File: src/rtl/ssf_pkg.sv
// Constants and types of the synchronous serial master
// Summary of operation
// Frame-sync mode idle: clock and frame sync low, transmit line released.
// Frame-sync mode: with a word waiting, pulse frame sync one period and load it.
// Frame-sync mode: MSB goes out on the rising edge after the pulse.
// Frame-sync mode: incoming bits are sampled on falling clock edges.
// Received word goes to the receive side after its last bit is sampled.
// SPI clock idles at the programmed idle level between transfers.
// Phase zero captures on the first clock transition, phase one on the second.
// SPI idle: slave select high, MOSI pad released.
// Enabled with a word waiting: drive select low and enable MOSI.
// Idle low, phase zero: data half period after select, rising edge after.
// Idle low, phase one: first rising edge and data half period after select.
// Idle high, phase zero: data half period after select, falling edge after.
// Idle high, phase one: first falling edge and data half period after select.
// Select returns high one clock period after the final bit is captured.
// Phase zero back-to-back: select pulses high between words.
// Phase one back-to-back: select stays low; run ends like a single word.
// Slave with phase zero reloads its shifter only when select falls.
// Slave with phase zero presents its first bit when select falls.
// Mode, idle level, phase and width are latched for the transfer.
package ssf_pkg;
    localparam int CORE_PERIOD_NS = 20;
    localparam int SCK_PERIOD_NS = 160;
    localparam int HALF_CYCLES = SCK_PERIOD_NS / (2 * CORE_PERIOD_NS);
    localparam logic [2:0] HALF_CNT_MAX = 3'(HALF_CYCLES - 1);
    localparam int CAP_LAG = 4;
    localparam int WORD_W = 16;
    localparam logic [3:0] WIDTH_MAX_M1 = 4'hf;
    localparam logic [15:0] WORD_ONES = 16'hffff;
    localparam logic [15:0] WORD_RST = 16'h0000;

    typedef struct packed {
        logic frame_sync_mode;
        logic clock_idle_level;
        logic clock_sample_phase;
        logic [3:0] word_bits_m1;
    } ssf_cfg_t;

    typedef struct packed {
        logic sclk;
        logic ssel_b;
        logic frame_sync_pulse;
        logic mosi;
        logic mosi_oe;
    } ssf_pins_t;

    localparam ssf_cfg_t CFG_RST = 7'h00;
    localparam ssf_pins_t PINS_RST = 5'h08;

    typedef enum logic [1:0] {
        ST_IDLE = 2'b00,
        ST_LEAD = 2'b01,
        ST_BITS = 2'b10,
        ST_TAIL = 2'b11
    } ssf_state_t;
endpackage

File: src/rtl/ssf_master.sv
// Synchronous serial master: frame-sync and four SPI clock variants
`timescale 1ns/100ps
module ssf_master
(
    input wire logic i_core_clk,
    input wire logic i_rst_b,
    input wire logic i_enable,
    input wire ssf_pkg::ssf_cfg_t i_cfg,
    input wire logic i_tx_valid,
    input wire logic [15:0] i_tx_data,
    output logic o_tx_ready,
    output logic o_rx_valid,
    output logic [15:0] o_rx_data,
    output logic o_busy,
    output logic o_sclk,
    output logic o_ssel_b,
    output logic o_frame_sync_pulse,
    output logic o_mosi,
    output logic o_mosi_oe,
    input wire logic i_miso
);
    logic [2:0] div_r;
    logic tick;
    ssf_pkg::ssf_state_t state_r;
    logic half_r;
    logic [3:0] bit_r;
    ssf_pkg::ssf_cfg_t cfg_r;
    logic [15:0] tx_sh_r;
    logic [15:0] rx_sh_r;
    logic [ssf_pkg::CAP_LAG-1:0] cap_pipe_r;
    logic [ssf_pkg::CAP_LAG-1:0] last_pipe_r;
    logic miso_s1_r;
    logic miso_s2_r;
    logic miso_s3_r;
    logic miso_r;
    logic rx_valid_r;
    logic [15:0] rx_data_r;
    ssf_pkg::ssf_pins_t pins_r;
    ssf_pkg::ssf_pins_t pins_nxt;
    logic fs_m;
    logic clock_sample_phase_eff;
    logic idle_lvl;
    logic idle_in;
    logic last_bit;
    logic end_bit;
    logic cap_now;
    logic start_ok;
    logic chain;
    logic [15:0] rx_mask;
    logic [15:0] rx_word;

    // Half-period enable from a free-running divider
    always_ff @(posedge i_core_clk or negedge i_rst_b)
    begin
        if (!i_rst_b)
            div_r <= 3'h0;
        else if (tick)
            div_r <= 3'h0;
        else
            div_r <= div_r + 3'h1;
    end
    assign tick = (div_r == ssf_pkg::HALF_CNT_MAX);

    assign fs_m = cfg_r.frame_sync_mode;
    assign clock_sample_phase_eff = fs_m | cfg_r.clock_sample_phase;
    assign idle_lvl = ~fs_m & cfg_r.clock_idle_level;
    assign idle_in = ~i_cfg.frame_sync_mode & i_cfg.clock_idle_level;
    assign last_bit = (bit_r == cfg_r.word_bits_m1);
    assign end_bit = tick && (state_r == ssf_pkg::ST_BITS) && half_r;
    assign cap_now = tick && (state_r == ssf_pkg::ST_BITS) && !half_r;
    assign start_ok = tick && (state_r == ssf_pkg::ST_IDLE) && i_enable && i_tx_valid;
    // Phase one and frame-sync runs take the next word without releasing select
    assign chain = end_bit && last_bit && i_enable && i_tx_valid && clock_sample_phase_eff;
    assign o_tx_ready = start_ok || chain;
    assign o_busy = (state_r != ssf_pkg::ST_IDLE);

    // Sequencer: each bit is a drive half followed by a capture half
    always_ff @(posedge i_core_clk or negedge i_rst_b)
    begin
        if (!i_rst_b)
        begin
            state_r <= ssf_pkg::ST_IDLE;
            half_r <= 1'b0;
            bit_r <= 4'h0;
        end
        else if (tick)
        begin
            case (state_r)
                ssf_pkg::ST_IDLE:
                begin
                    half_r <= 1'b0;
                    if (start_ok)
                        state_r <= ssf_pkg::ST_LEAD;
                end
                ssf_pkg::ST_LEAD:
                begin
                    // Frame sync needs a whole period, select lead only half
                    if (!fs_m || half_r)
                    begin
                        state_r <= ssf_pkg::ST_BITS;
                        half_r <= 1'b0;
                        bit_r <= 4'h0;
                    end
                    else
                        half_r <= 1'b1;
                end
                ssf_pkg::ST_BITS:
                begin
                    if (!half_r)
                        half_r <= 1'b1;
                    else
                    begin
                        half_r <= 1'b0;
                        if (!last_bit)
                            bit_r <= bit_r + 4'h1;
                        else if (chain)
                        begin
                            bit_r <= 4'h0;
                            if (fs_m)
                                state_r <= ssf_pkg::ST_LEAD;
                        end
                        else if (fs_m)
                            state_r <= ssf_pkg::ST_IDLE;
                        else
                            state_r <= ssf_pkg::ST_TAIL;
                    end
                end
                ssf_pkg::ST_TAIL:
                    state_r <= ssf_pkg::ST_IDLE;
                default:
                    state_r <= ssf_pkg::ST_IDLE;
            endcase
        end
    end

    // Settings change only between transfers, never inside a run
    always_ff @(posedge i_core_clk or negedge i_rst_b)
    begin
        if (!i_rst_b)
            cfg_r <= ssf_pkg::CFG_RST;
        else if (start_ok)
            cfg_r <= i_cfg;
    end

    always_ff @(posedge i_core_clk or negedge i_rst_b)
    begin
        if (!i_rst_b)
            tx_sh_r <= ssf_pkg::WORD_RST;
        else if (o_tx_ready && i_tx_valid)
            tx_sh_r <= i_tx_data;
        else if (end_bit && !last_bit)
            tx_sh_r <= {tx_sh_r[14:0], 1'b0};
    end

    // Three-stage sampler; a change counts once the last two agree
    always_ff @(posedge i_core_clk or negedge i_rst_b)
    begin
        if (!i_rst_b)
        begin
            miso_s1_r <= 1'b0;
            miso_s2_r <= 1'b0;
            miso_s3_r <= 1'b0;
            miso_r <= 1'b0;
        end
        else
        begin
            miso_s1_r <= i_miso;
            miso_s2_r <= miso_s1_r;
            miso_s3_r <= miso_s2_r;
            if (miso_s2_r == miso_s3_r)
                miso_r <= miso_s3_r;
        end
    end

    // Capture is delayed to cover the pin register and sampler latency
    always_ff @(posedge i_core_clk or negedge i_rst_b)
    begin
        if (!i_rst_b)
        begin
            cap_pipe_r <= '0;
            last_pipe_r <= '0;
        end
        else
        begin
            cap_pipe_r <= {cap_pipe_r[ssf_pkg::CAP_LAG-2:0], cap_now};
            last_pipe_r <= {last_pipe_r[ssf_pkg::CAP_LAG-2:0], last_bit};
        end
    end

    assign rx_mask = ssf_pkg::WORD_ONES >> (ssf_pkg::WIDTH_MAX_M1 - cfg_r.word_bits_m1);
    assign rx_word = {rx_sh_r[14:0], miso_r} & rx_mask;

    always_ff @(posedge i_core_clk or negedge i_rst_b)
    begin
        if (!i_rst_b)
            rx_sh_r <= ssf_pkg::WORD_RST;
        else if (cap_pipe_r[ssf_pkg::CAP_LAG-1])
            rx_sh_r <= {rx_sh_r[14:0], miso_r};
    end

    always_ff @(posedge i_core_clk or negedge i_rst_b)
    begin
        if (!i_rst_b)
        begin
            rx_valid_r <= 1'b0;
            rx_data_r <= ssf_pkg::WORD_RST;
        end
        else
        begin
            rx_valid_r <= cap_pipe_r[ssf_pkg::CAP_LAG-1] && last_pipe_r[ssf_pkg::CAP_LAG-1];
            if (cap_pipe_r[ssf_pkg::CAP_LAG-1] && last_pipe_r[ssf_pkg::CAP_LAG-1])
                rx_data_r <= rx_word;
        end
    end
    assign o_rx_valid = rx_valid_r;
    assign o_rx_data = rx_data_r;

    // Pin levels from the sequencer, registered to keep the pads glitch free
    always_comb
    begin
        pins_nxt = ssf_pkg::PINS_RST;
        case (state_r)
            ssf_pkg::ST_IDLE:
                pins_nxt.sclk = idle_in;
            ssf_pkg::ST_LEAD:
            begin
                pins_nxt.ssel_b = fs_m;
                pins_nxt.frame_sync_pulse = fs_m;
                pins_nxt.mosi_oe = 1'b1;
                pins_nxt.sclk = fs_m ? ~half_r : idle_lvl;
            end
            ssf_pkg::ST_BITS:
            begin
                pins_nxt.ssel_b = fs_m;
                pins_nxt.mosi_oe = 1'b1;
                pins_nxt.mosi = tx_sh_r[cfg_r.word_bits_m1];
                pins_nxt.sclk = idle_lvl ^ (clock_sample_phase_eff ? ~half_r : half_r);
            end
            ssf_pkg::ST_TAIL:
            begin
                pins_nxt.ssel_b = 1'b0;
                pins_nxt.mosi_oe = 1'b1;
                pins_nxt.mosi = tx_sh_r[cfg_r.word_bits_m1];
                pins_nxt.sclk = idle_lvl;
            end
            default:
                pins_nxt = ssf_pkg::PINS_RST;
        endcase
    end

    always_ff @(posedge i_core_clk or negedge i_rst_b)
    begin
        if (!i_rst_b)
            pins_r <= ssf_pkg::PINS_RST;
        else
            pins_r <= pins_nxt;
    end
    assign o_sclk = pins_r.sclk;
    assign o_ssel_b = pins_r.ssel_b;
    assign o_frame_sync_pulse = pins_r.frame_sync_pulse;
    assign o_mosi = pins_r.mosi;
    assign o_mosi_oe = pins_r.mosi_oe;
endmodule

File: config.mk
export PLATFORM = sky130hd
export DESIGN_NAME = ssf_master
export DESIGN_NICKNAME = d
export VERILOG_FILES = /design/src/rtl/ssf_pkg.sv /design/src/rtl/ssf_master.sv
export SDC_FILE = /design/constraint.sdc
export NUM_CORES = 1
export LEC_CHECK = 0
export BUFFER_PORTS_ARGS = -buffer_cell sky130_fd_sc_hd__buf_2
export CAP_MARGIN = 20
export CORE_MARGIN = 3
export CORE_UTILIZATION = 40
export DETAILED_ROUTE_END_ITERATION = 16
export GPL_TIMING_DRIVEN = 0
export PLACE_DENSITY = 0.67
export SKIP_LAST_GASP = 1
export SYNTH_ARGS = -nofsm -noshare
export SYNTH_HDL_FRONTEND = slang
export SYNTH_SLANG_ARGS = --single-unit
File: constraint.sdc
create_clock -name i_core_clk -period 3.94 [get_ports i_core_clk]
set_clock_uncertainty 0.05 [all_clocks]
set_input_delay 0.394 -clock i_core_clk [delete_from_list [all_inputs] [get_ports i_core_clk]]
set_output_delay 0.394 -clock i_core_clk [all_outputs]
set_load 0.01 [all_outputs]
==> qor.yml, run 1 <==
wirelength_mm: 7.604
drt_iter0_drc: 89
cp-end-kind: "output pin"
htreeDepth: 3
drv_slew: 0
max_freq_ghz: 0.3459
vdd_drop_max_uv: 216.5
synthMostInstantiatedCell: "dfrtp_1"
path_class: "register to output pin"
drt-pass1-iter-count: 4
vias: 2607
nets: 403
cp_slowest_stage_delay_ps: 430
grt_pass1_wl_mm: 12.76
crit_chain: "inv_1 -> ha_1 -> and4b_1 -> and2_1 -> a21oi_2 -> buf_2 -> inv_1 -> buf_2"
synth_edf_count: 0
post-route-drc-count: 0
fin_crit_sh: 0.7337
root_buffer: "clkbuf_8"
ys_seq_area_frac: 0.5566
report.final.setup_viol: 0
die_y_um: 102.0
p_per_area_nw_per_um2: 624.3
antenna_found_initial: 0
setup_tns_ps: 0
clk_latency_ps: 350
crit_slowest_cell: "dfrtp_1"
netlist_instances: 303
cp-start-kind: "register"
p_leak_uw: 0.002039
dp_hpwl_mm: 5.454
slew_headroom: 0.6039
ys_ff_latch: 82
cts_buffer_depth: 2
dieWidth_um: 102.0
wl_per_cell_um: 15.84
cts_buffers: 9
grt_pass1_vias: 2592
wl_met1_mm: 3.522
ys_top_cells_by_area: "dfrtp_1 (55%), mux2_2 (6.7%), o221a_2 (4.0%)"
period_needed_ps: 2891
grt_setup_unrepaired: "false"
post-place-ws_ps: 1437
postCtsSetupRepairBufs: 0
num_antenna_cells: 0
clock_sinks: 82
ctsResizeCount: 0
yosys_warnings: 0
clk_pin_slew_ps: 90
synth_nets: 339
via_per_inst: 5.431
num_io_pins: 52
layout-drive-gt1-share: 0.3306
globalRouteOverflowTotal: 0
grt_usage: 0.1561
crit_buf_inv: 4
cts_hold_buf: 1
gp_congestion: 0.8534
cts_tree: "yes"
met3_length_um: 290
syn_area_per_cell_um2: 12.17
fin_ws_ps: 1049
coreArea_um2: 8848
syn_area_um2: 3689
top_layer_used: "met4"
antenna_left: 0
hold_path.class: "input port to register"
worst-path-max-fanout: 10
worstPathRequired_ps: 3500
synth_area_leader_cell: "dfrtp_1"
cp.arrival_ps: 2450
yosysUniqueCellTypes: 58
worst_pin_slew_ps: 594.2
synth_ff_type: "dfrtp_1"
synth_common_cells: "dfrtp_1 (81), nand2_1 (26), mux2_2 (22), o21ai_0 (18), or4_1 (15)"
port_buffers: 51
fin_util: 0.4890
route.met2.wl_mm: 3.692
die_area_um2: 10410
drv_cap: 0
hold_violations: 0
yosysTopAreaCellShare: 0.5495
num_rows: 34
grt_max_degree: 47
async_flop_share: 1.000
status: "complete, no violations"
cp_top_family: "buffers and inverters"
start_util: 0.4169
area_growth_syn_to_layout_pct: 17.30
-- layer usage --
layer  track usage  up-vias
met1        0.2152     1294
met3       0.03072        8
li1              -     1247
met4       0.05146        0
met2        0.2489       58
met5             0        -
-- where the power goes --
group / total, µW / switching (µW) / internal, µW / leakage, µW
clock network: 638 / 334 / 304 / 0.000102
registers: 1190 / 153 / 1040 / 0.00105
logic: 870 / 455 / 415 / 0.000884
-- cell type report --
type / instances / area (µm²)
buffer: 21 / 100.1
clock buffer: 9 / 123.9
clock inverter: 7 / 83.83
fill: 830 / 4522
inverter: 15 / 58.81
multi-input combinational: 185 / 1476
sequential: 82 / 2053
tap: 108 / 135.1
timing repair buffer: 53 / 295.3
-- path summary, 6_finish.rpt --
kind / cells past startpoint / from / end / slack (ps)
setup reg to reg: 7 / state_r[0]$_DFFE_PN0P_ / tx_sh_r[5]$_DFFE_PN0P_ / 1620
setup / recovery: 8 / state_r[0]$_DFFE_PN0P_ / o_tx_ready / 1050
max in group asynchronous: 3 / i_rst_b / o_ssel_b$_DFF_PN1_ / 2700
hold / removal: 1 / i_miso / miso_s1_r$_DFF_PN0_ / 90
min in group asynchronous: 2 / i_rst_b / miso_r$_DFFE_PN0N_ / 490
hold reg to reg: 0 / cap_pipe_r[1]$_DFF_PN0_ / cap_pipe_r[2]$_DFF_PN0_ / 300
-- flip-flops by register name, summed over array words and instances (netlist names), 2 cells and up --
| register | flops |
|---|---|
| last_pipe_r | 4 |
| div_r | 3 |
| bit_r | 4 |
| cfg_r | 6 |
| state_r | 2 |
| tx_sh_r | 16 |
| o_rx_data | 16 |
| cap_pipe_r | 4 |
| rx_sh_r | 15 |
-- stage by stage --
stage / cell area (µm²) / hold slack, ps / power, µW / cells
after floorplan: 3689 / 48.41 / 1830 / 303
after global placement: 4079 / 282.0 / 2061 / 462
after detailed placement: 4109 / 285.5 / 2089 / 463
after CTS: 4327 / 67.54 / 2738 / 480
after global routing: 4327 / 65.08 / 2884 / 480
final: 4327 / 87.16 / 2701 / 480
-- layout by cell type (no fill, tap or decap), types with 8 or more instances in the layout --
| cell type | count |
|---|---|
| nand2_1 | 26 |
| o221a_2 | 13 |
| clkbuf_1 | 12 |
| o21ai_0 | 18 |
| clkbuf_8 | 9 |
| inv_1 | 13 |
| buf_2 | 55 |
| or4_1 | 15 |
| ha_1 | 8 |
| dfrtp_1 | 81 |
| mux2_2 | 22 |
-- cells by family after synthesis --
logic type | after synthesis | share of synthesized area
compound gates | 67 | 0.1401
xor+xnor | 5 | 0.01594
fa+ha+maj | 9 | 0.02985
buf+inv | 36 | 0.04308
flops | 82 | 0.5566
mux | 30 | 0.1024
simple gates | 74 | 0.1119
-- worst reg2reg max path, stage by stage, from the launching register on --
cell and delay, ps:
dfrtp_1 430, inv_1 140, ha_1 180, clkbuf_1 340, nand3_1 250, clkbuf_1 240, or4_1 440, o221a_2 140
Power figures use the tool's default switching activity.
==> inputs of run 2 (changes only) <==
--- a/config.mk
+++ b/config.mk
@@ -5,13 +5,14 @@
 export SDC_FILE = /design/constraint.sdc
 export NUM_CORES = 1
 export LEC_CHECK = 0
+export ABC_AREA = 1
 export BUFFER_PORTS_ARGS = -buffer_cell sky130_fd_sc_hd__buf_2
 export CAP_MARGIN = 20
 export CORE_MARGIN = 3
 export CORE_UTILIZATION = 40
 export DETAILED_ROUTE_END_ITERATION = 16
 export GPL_TIMING_DRIVEN = 0
-export PLACE_DENSITY = 0.67
+export PLACE_DENSITY = 0.69
 export SKIP_LAST_GASP = 1
 export SYNTH_ARGS = -nofsm -noshare
 export SYNTH_HDL_FRONTEND = slang
==> constraint.sdc (replaced) <==
create_clock -name i_core_clk -period 2.6 [get_ports i_core_clk]
set_clock_uncertainty 0.05 [all_clocks]
set_input_delay 0.26 -clock i_core_clk [delete_from_list [all_inputs] [get_ports i_core_clk]]
set_output_delay 0.26 -clock i_core_clk [all_outputs]
set_load 0.01 [all_outputs]
==> qor.yml, run 2 <==
status: "complete, no violations"
seq_area_um2: 2054
fin_ws_ps: 196.4
syn_area_um2: 3981
yosys_warnings: 0
slew_headroom: 0.6625
post-route-drc-count: 0
synth_ff_type: "dfrtp_1"
synthMostInstantiatedCell: "nand2_1"
nets: 585
p_per_area_nw_per_um2: 878.5
wirelength_mm: 8.618
multi_input_area_um2: 1607
hold_violations: 0
clk_pin_slew_ps: 90
ys_seq_area_frac: 0.5157
period_needed_ps: 2404
antenna_left: 0
netlist_instances: 478
grt_usage: 0.1628
comb_power_share: 0.305
synth_area_leader_cell: "dfrtp_1"
start_util: 0.4209
post-place-ws_ps: 349.6
p_int_uw: 2563
hold_path.class: "input port to register"
globalRouteOverflowTotal: 0
cts_buffers: 9
swShare: 0.3785
switchingPower_uw: 1561
async_flop_share: 1.000
port_buffers: 51
cts_buffer_depth: 2
fin_crit_sh: 0.9245
drt_iter0_drc: 153
drt-pass1-iter-count: 5
fillers: 936
dp_hpwl_mm: 6.244
layout-drive-gt1-share: 0.2202
worst_r2r_path_depth: 11
drv_cap: 0
vdd_drop_max_uv: 332.3
worst-path-max-fanout: 10
crit_start: "state_r[0]$_DFFE_PN0P_"
final_cell_mix: "nand2_1 (131), dfrtp_1 (80), buf_2 (56), nand3_1 (54), nor2_1 (44)"
yosysTopAreaCellShare: 0.5091
wl_per_cell_um: 12.62
antenna_found_initial: 0
worst_pin_slew_ps: 506.2
synth_common_cells: "nand2_1 (131), dfrtp_1 (81), nand3_1 (54), nor2_1 (44), inv_1 (41)"
grt_setup_unrepaired: "false"
path_class: "register to output pin"
area_growth_syn_to_layout_pct: 17.91
grt_max_degree: 47
dieWidth_um: 105.8
yosysUniqueCellTypes: 33
placed_area_um2: 4428
cts_tree: "yes"
max_freq_ghz: 0.4160
via_per_inst: 4.917
p_total_uw: 4124
root_buffer: "clkbuf_8"
vias: 3358
layout_commonest_cell: "nand2_1"
die_area_um2: 11190
setup_tns_ps: 0
num_io_pins: 52
power_frac_seq: 0.471
cp.arrival_ps: 2090
worstPathRequired_ps: 2290
cp-end-kind: "output pin"
holdCritStartpoint: "i_tx_data[0]"
clock_sinks: 82
synth_nets: 514
r2r-end: "tx_sh_r[13]$_DFFE_PN0P_"
synth_edf_count: 0
grt_pass1_vias: 3255
htreeDepth: 3
holdPathEnd: "tx_sh_r[0]$_DFFE_PN0P_"
clk_latency_ps: 350
gp_congestion: 0.8510
num_rows: 35
r2r_slack_ps: 550
num_antenna_cells: 0
ys_ff_latch: 82
clkPwrFrac: 0.224
report.final.setup_viol: 0
drv_slew: 0
coreArea_um2: 9459
p_leak_uw: 0.002473
grt_pass1_wl_mm: 14.77
fin_area_um2: 4695
syn_area_per_cell_um2: 8.329
ys_top_cells_by_area: "dfrtp_1 (51%), nand2_1 (12%), nand3_1 (6.8%)"
cp-start-kind: "register"
die_y_um: 105.8
hold_depth: 3
reg2reg_from: "state_r[0]$_DFFE_PN0P_"
-- run 2: kinds of logic (layout without fill, tap and decap cells) --
group | count (synthesis) | in the layout | share of synthesized area
simple gates | 254 | 254 | 0.2923
flops | 82 | 82 | 0.5157
buf+inv | 73 | 149 | 0.08076
compound gates | 57 | 57 | 0.07636
fa+ha+maj | 9 | 9 | 0.02766
xor+xnor | 2 | 2 | 0.004401
mux | 1 | 1 | 0.002828
-- run 2: worst max-delay path by stage --
stage | end | slack [ps] | cells past startpoint
2_1_floorplan | tx_sh_r[12]$_DFFE_PN0P_ | 760 | 11
3_3_place_gp | o_tx_ready | 420 | 9
3_5_place_dp | o_tx_ready | 350 | 9
4_1_cts | o_tx_ready | 20 | 9
5_1_grt | o_tx_ready | 40 | 9
6_report | o_tx_ready | 200 | 9
-- run 2: final cells by class --
class	instances	area share
Buffer	19	0.02479
Clock buffer	9	0.02639
Clock inverter	7	0.01626
Inverter	54	0.04371
Multi-Input combinational cell	323	0.3422
Sequential cell	82	0.4376
Tap cell	129	0.03438
Timing Repair Buffer	60	0.07463
-- run 2: metrics by stage --
step	utilization	std cells	hold WS [ps]
6_report	0.4963	683	61.96
5_1_grt	0.4963	683	52.90
4_1_cts	0.4930	679	46.01
3_5_place_dp	0.4681	659	213.1
3_3_place_gp	0.4649	658	282.0
2_1_floorplan	-	478	-85.59
-- run 2: power by group through the flow --
stage	registers, µW	logic (µW)	clock network [µW]
finish	1940	1260	923
global route	1990	1450	1010
CTS	1940	1260	956
detailed placement	1960	1250	0
global placement	1940	1200	0
floorplan	1900	902	0
-- run 2: layer usage --
metal,global-route usage,wire length (µm)
met1,0.2124,4021
met2,0.2587,3968
met3,0.04409,492
met4,0.06198,136
met5,0,0
-- run 2: repair_timing --
item / 4_1_cts / 5_1_grt
hold endpoints to repair: 36 / 0
buffers inserted: 2 / 4
pin swaps: 2 / 2
hold buffers: 2 / 0
setup endpoints to repair: 1 / 1
resized for setup: 0 / 2
-- run 2: worst max-delay path, stage by stage, from the launching register on --
cell,delay (ps)
dfrtp_2,450
inv_2,90
ha_1,160
buf_4,170
nand4_1,160
nor2_2,190
nand3_4,130
nand2_8,110
buf_6,140
buf_2,130
==> inputs of run 3 (changes only) <==
--- a/config.mk
+++ b/config.mk
@@ -9,10 +9,10 @@
 export BUFFER_PORTS_ARGS = -buffer_cell sky130_fd_sc_hd__buf_2
 export CAP_MARGIN = 20
 export CORE_MARGIN = 3
-export CORE_UTILIZATION = 40
+export CORE_UTILIZATION = 35
 export DETAILED_ROUTE_END_ITERATION = 16
 export GPL_TIMING_DRIVEN = 0
-export PLACE_DENSITY = 0.69
+export PLACE_DENSITY = 0.63
 export SKIP_LAST_GASP = 1
 export SYNTH_ARGS = -nofsm -noshare
 export SYNTH_HDL_FRONTEND = slang
==> qor.yml, run 3 (synthesized netlist as in run 2, its figures left out) <==
layout_commonest_cell: "nand2_1"
drt_iter0_drc: 208
worstPathRequired_ps: 2290
fin_area_um2: 4768
switchingPower_uw: 1580
comb_power_share: 0.282
clkPwrFrac: 0.278
coreArea_um2: 10980
period_needed_ps: 2465
clock_sinks: 82
status: "complete, no violations"
worst_pin_slew_ps: 471.3
antenna_found_initial: 0
vias: 3278
p_per_area_nw_per_um2: 927.0
power_frac_seq: 0.440
num_rows: 38
cp-start-kind: "register"
fillers: 1118
p_total_uw: 4420
hold_path.class: "input port to register"
hold_violations: 0
htreeDepth: 3
swShare: 0.3573
via_per_inst: 4.751
nets: 581
fin_ws_ps: 134.8
die_area_um2: 12690
report.final.setup_viol: 0
num_io_pins: 52
num_antenna_cells: 0
cp.arrival_ps: 2160
drt-pass1-iter-count: 4
p_int_uw: 2841
post-route-drc-count: 0
grt_pass1_vias: 3287
cts_buffers: 9
max_freq_ghz: 0.4056
placed_area_um2: 4442
dieWidth_um: 112.7
cts_buffer_depth: 2
grt_pass1_wl_mm: 14.97
final_cell_mix: "nand2_1 (131), dfrtp_1 (81), buf_2 (56), nand3_1 (54), nor2_1 (44)"
vdd_drop_max_uv: 377.7
fin_crit_sh: 0.9482
gp_congestion: 0.8492
setup_tns_ps: 0
start_util: 0.3625
grt_max_degree: 50
post-place-ws_ps: 381.9
root_buffer: "clkbuf_16"
whs_ps: 82.44
wl_per_cell_um: 12.77
die_y_um: 112.7
grt_usage: 0.1438
layout-drive-gt1-share: 0.2109
globalRouteOverflowTotal: 0
path_class: "register to output pin"
cts_tree: "yes"
cp-end-kind: "output pin"
clk_pin_slew_ps: 60
port_buffers: 51
worst-path-max-fanout: 10
drv_slew: 0
area_growth_syn_to_layout_pct: 19.77
drv_cap: 0
slew_headroom: 0.6858
p_leak_uw: 0.002502
wirelength_mm: 8.810
dp_hpwl_mm: 6.446
antenna_left: 0
clk_latency_ps: 330
run 3: cell types whose count changed in the layout (fill, tap and decap cells not counted), sizes merged:
cell and delta:
clkinvlp -1, clkinv -1, bufinv -1, inv -1, buf -4, clkbuf +4
run 3: cell type report:
| class | count | area (µm²) | area share |
|---|---|---|---|
| Buffer | 19 | 116.4 | 0.02440 |
| Timing Repair Buffer | 56 | 320.3 | 0.06717 |
| Clock inverter | 3 | 21.27 | 0.004461 |
| Tap cell | 140 | 175.2 | 0.03674 |
| Multi-Input combinational cell | 323 | 1607 | 0.3369 |
| Clock buffer | 13 | 270.3 | 0.05668 |
| Sequential cell | 82 | 2053 | 0.4306 |
| Inverter | 54 | 205.2 | 0.04303 |
run 3: routing by layer:
metal / up-vias / GRT usage / part of all wire
li1: 1653 / - / -
met1: 1549 / 0.1774 / 0.45
met2: 70 / 0.2496 / 0.50
met3: 6 / 0.02911 / 0.042
met4: 0 / 0.05048 / 0.0086
met5: - / 0 / 0
run 3: path summary, 6_finish.rpt:
check | cells after the start | startpoint | to | slack (ps)
worst max-delay path | 9 | state_r[0]$_DFFE_PN0P_ | o_tx_ready | 130
worst max register to register | 11 | state_r[0]$_DFFE_PN0P_ | tx_sh_r[3]$_DFFE_PN0P_ | 550
max in group asynchronous | 3 | i_rst_b | o_ssel_b$_DFF_PN1_ | 1490
min in group asynchronous | 2 | i_rst_b | miso_r$_DFFE_PN0N_ | 380
worst min-delay path | 3 | i_tx_data[0] | tx_sh_r[0]$_DFFE_PN0P_ | 80
worst min register to register | 0 | miso_s1_r$_DFF_PN0_ | miso_s2_r$_DFF_PN0_ | 300
run 3: per-stage QoR:
stage	cells	util
2_1_floorplan	478	-
3_3_place_gp	669	0.4017
3_5_place_dp	670	0.4044
4_1_cts	688	0.4328
5_1_grt	690	0.4342
6_report	690	0.4342
run 3: power groups by stage:
stage,clock [µW],combinational [µW],sequential [µW]
2_1_floorplan,0,902,1900
3_3_place_gp,0,1210,1950
3_5_place_dp,0,1260,1970
4_1_cts,1250,1270,1940
5_1_grt,1310,1440,2000
6_report,1230,1240,1940
run 3: repair_timing:
item / in CTS / in global routing
setup buffers: 0 / 2
endpoints found under the hold margin: 34 / 0
setup endpoints to repair: 0 / 1
gates resized for setup: 0 / 1
hold buffers: 2 / 0
run 3: worst max-delay path, stage by stage, from the launching register on:
cell	delay, ps
dfrtp_1	430
inv_2	110
ha_1	160
buf_4	170
nand4_1	180
nor2_2	220
nand3_4	160
nand2_8	130
buf_6	130
buf_2	130
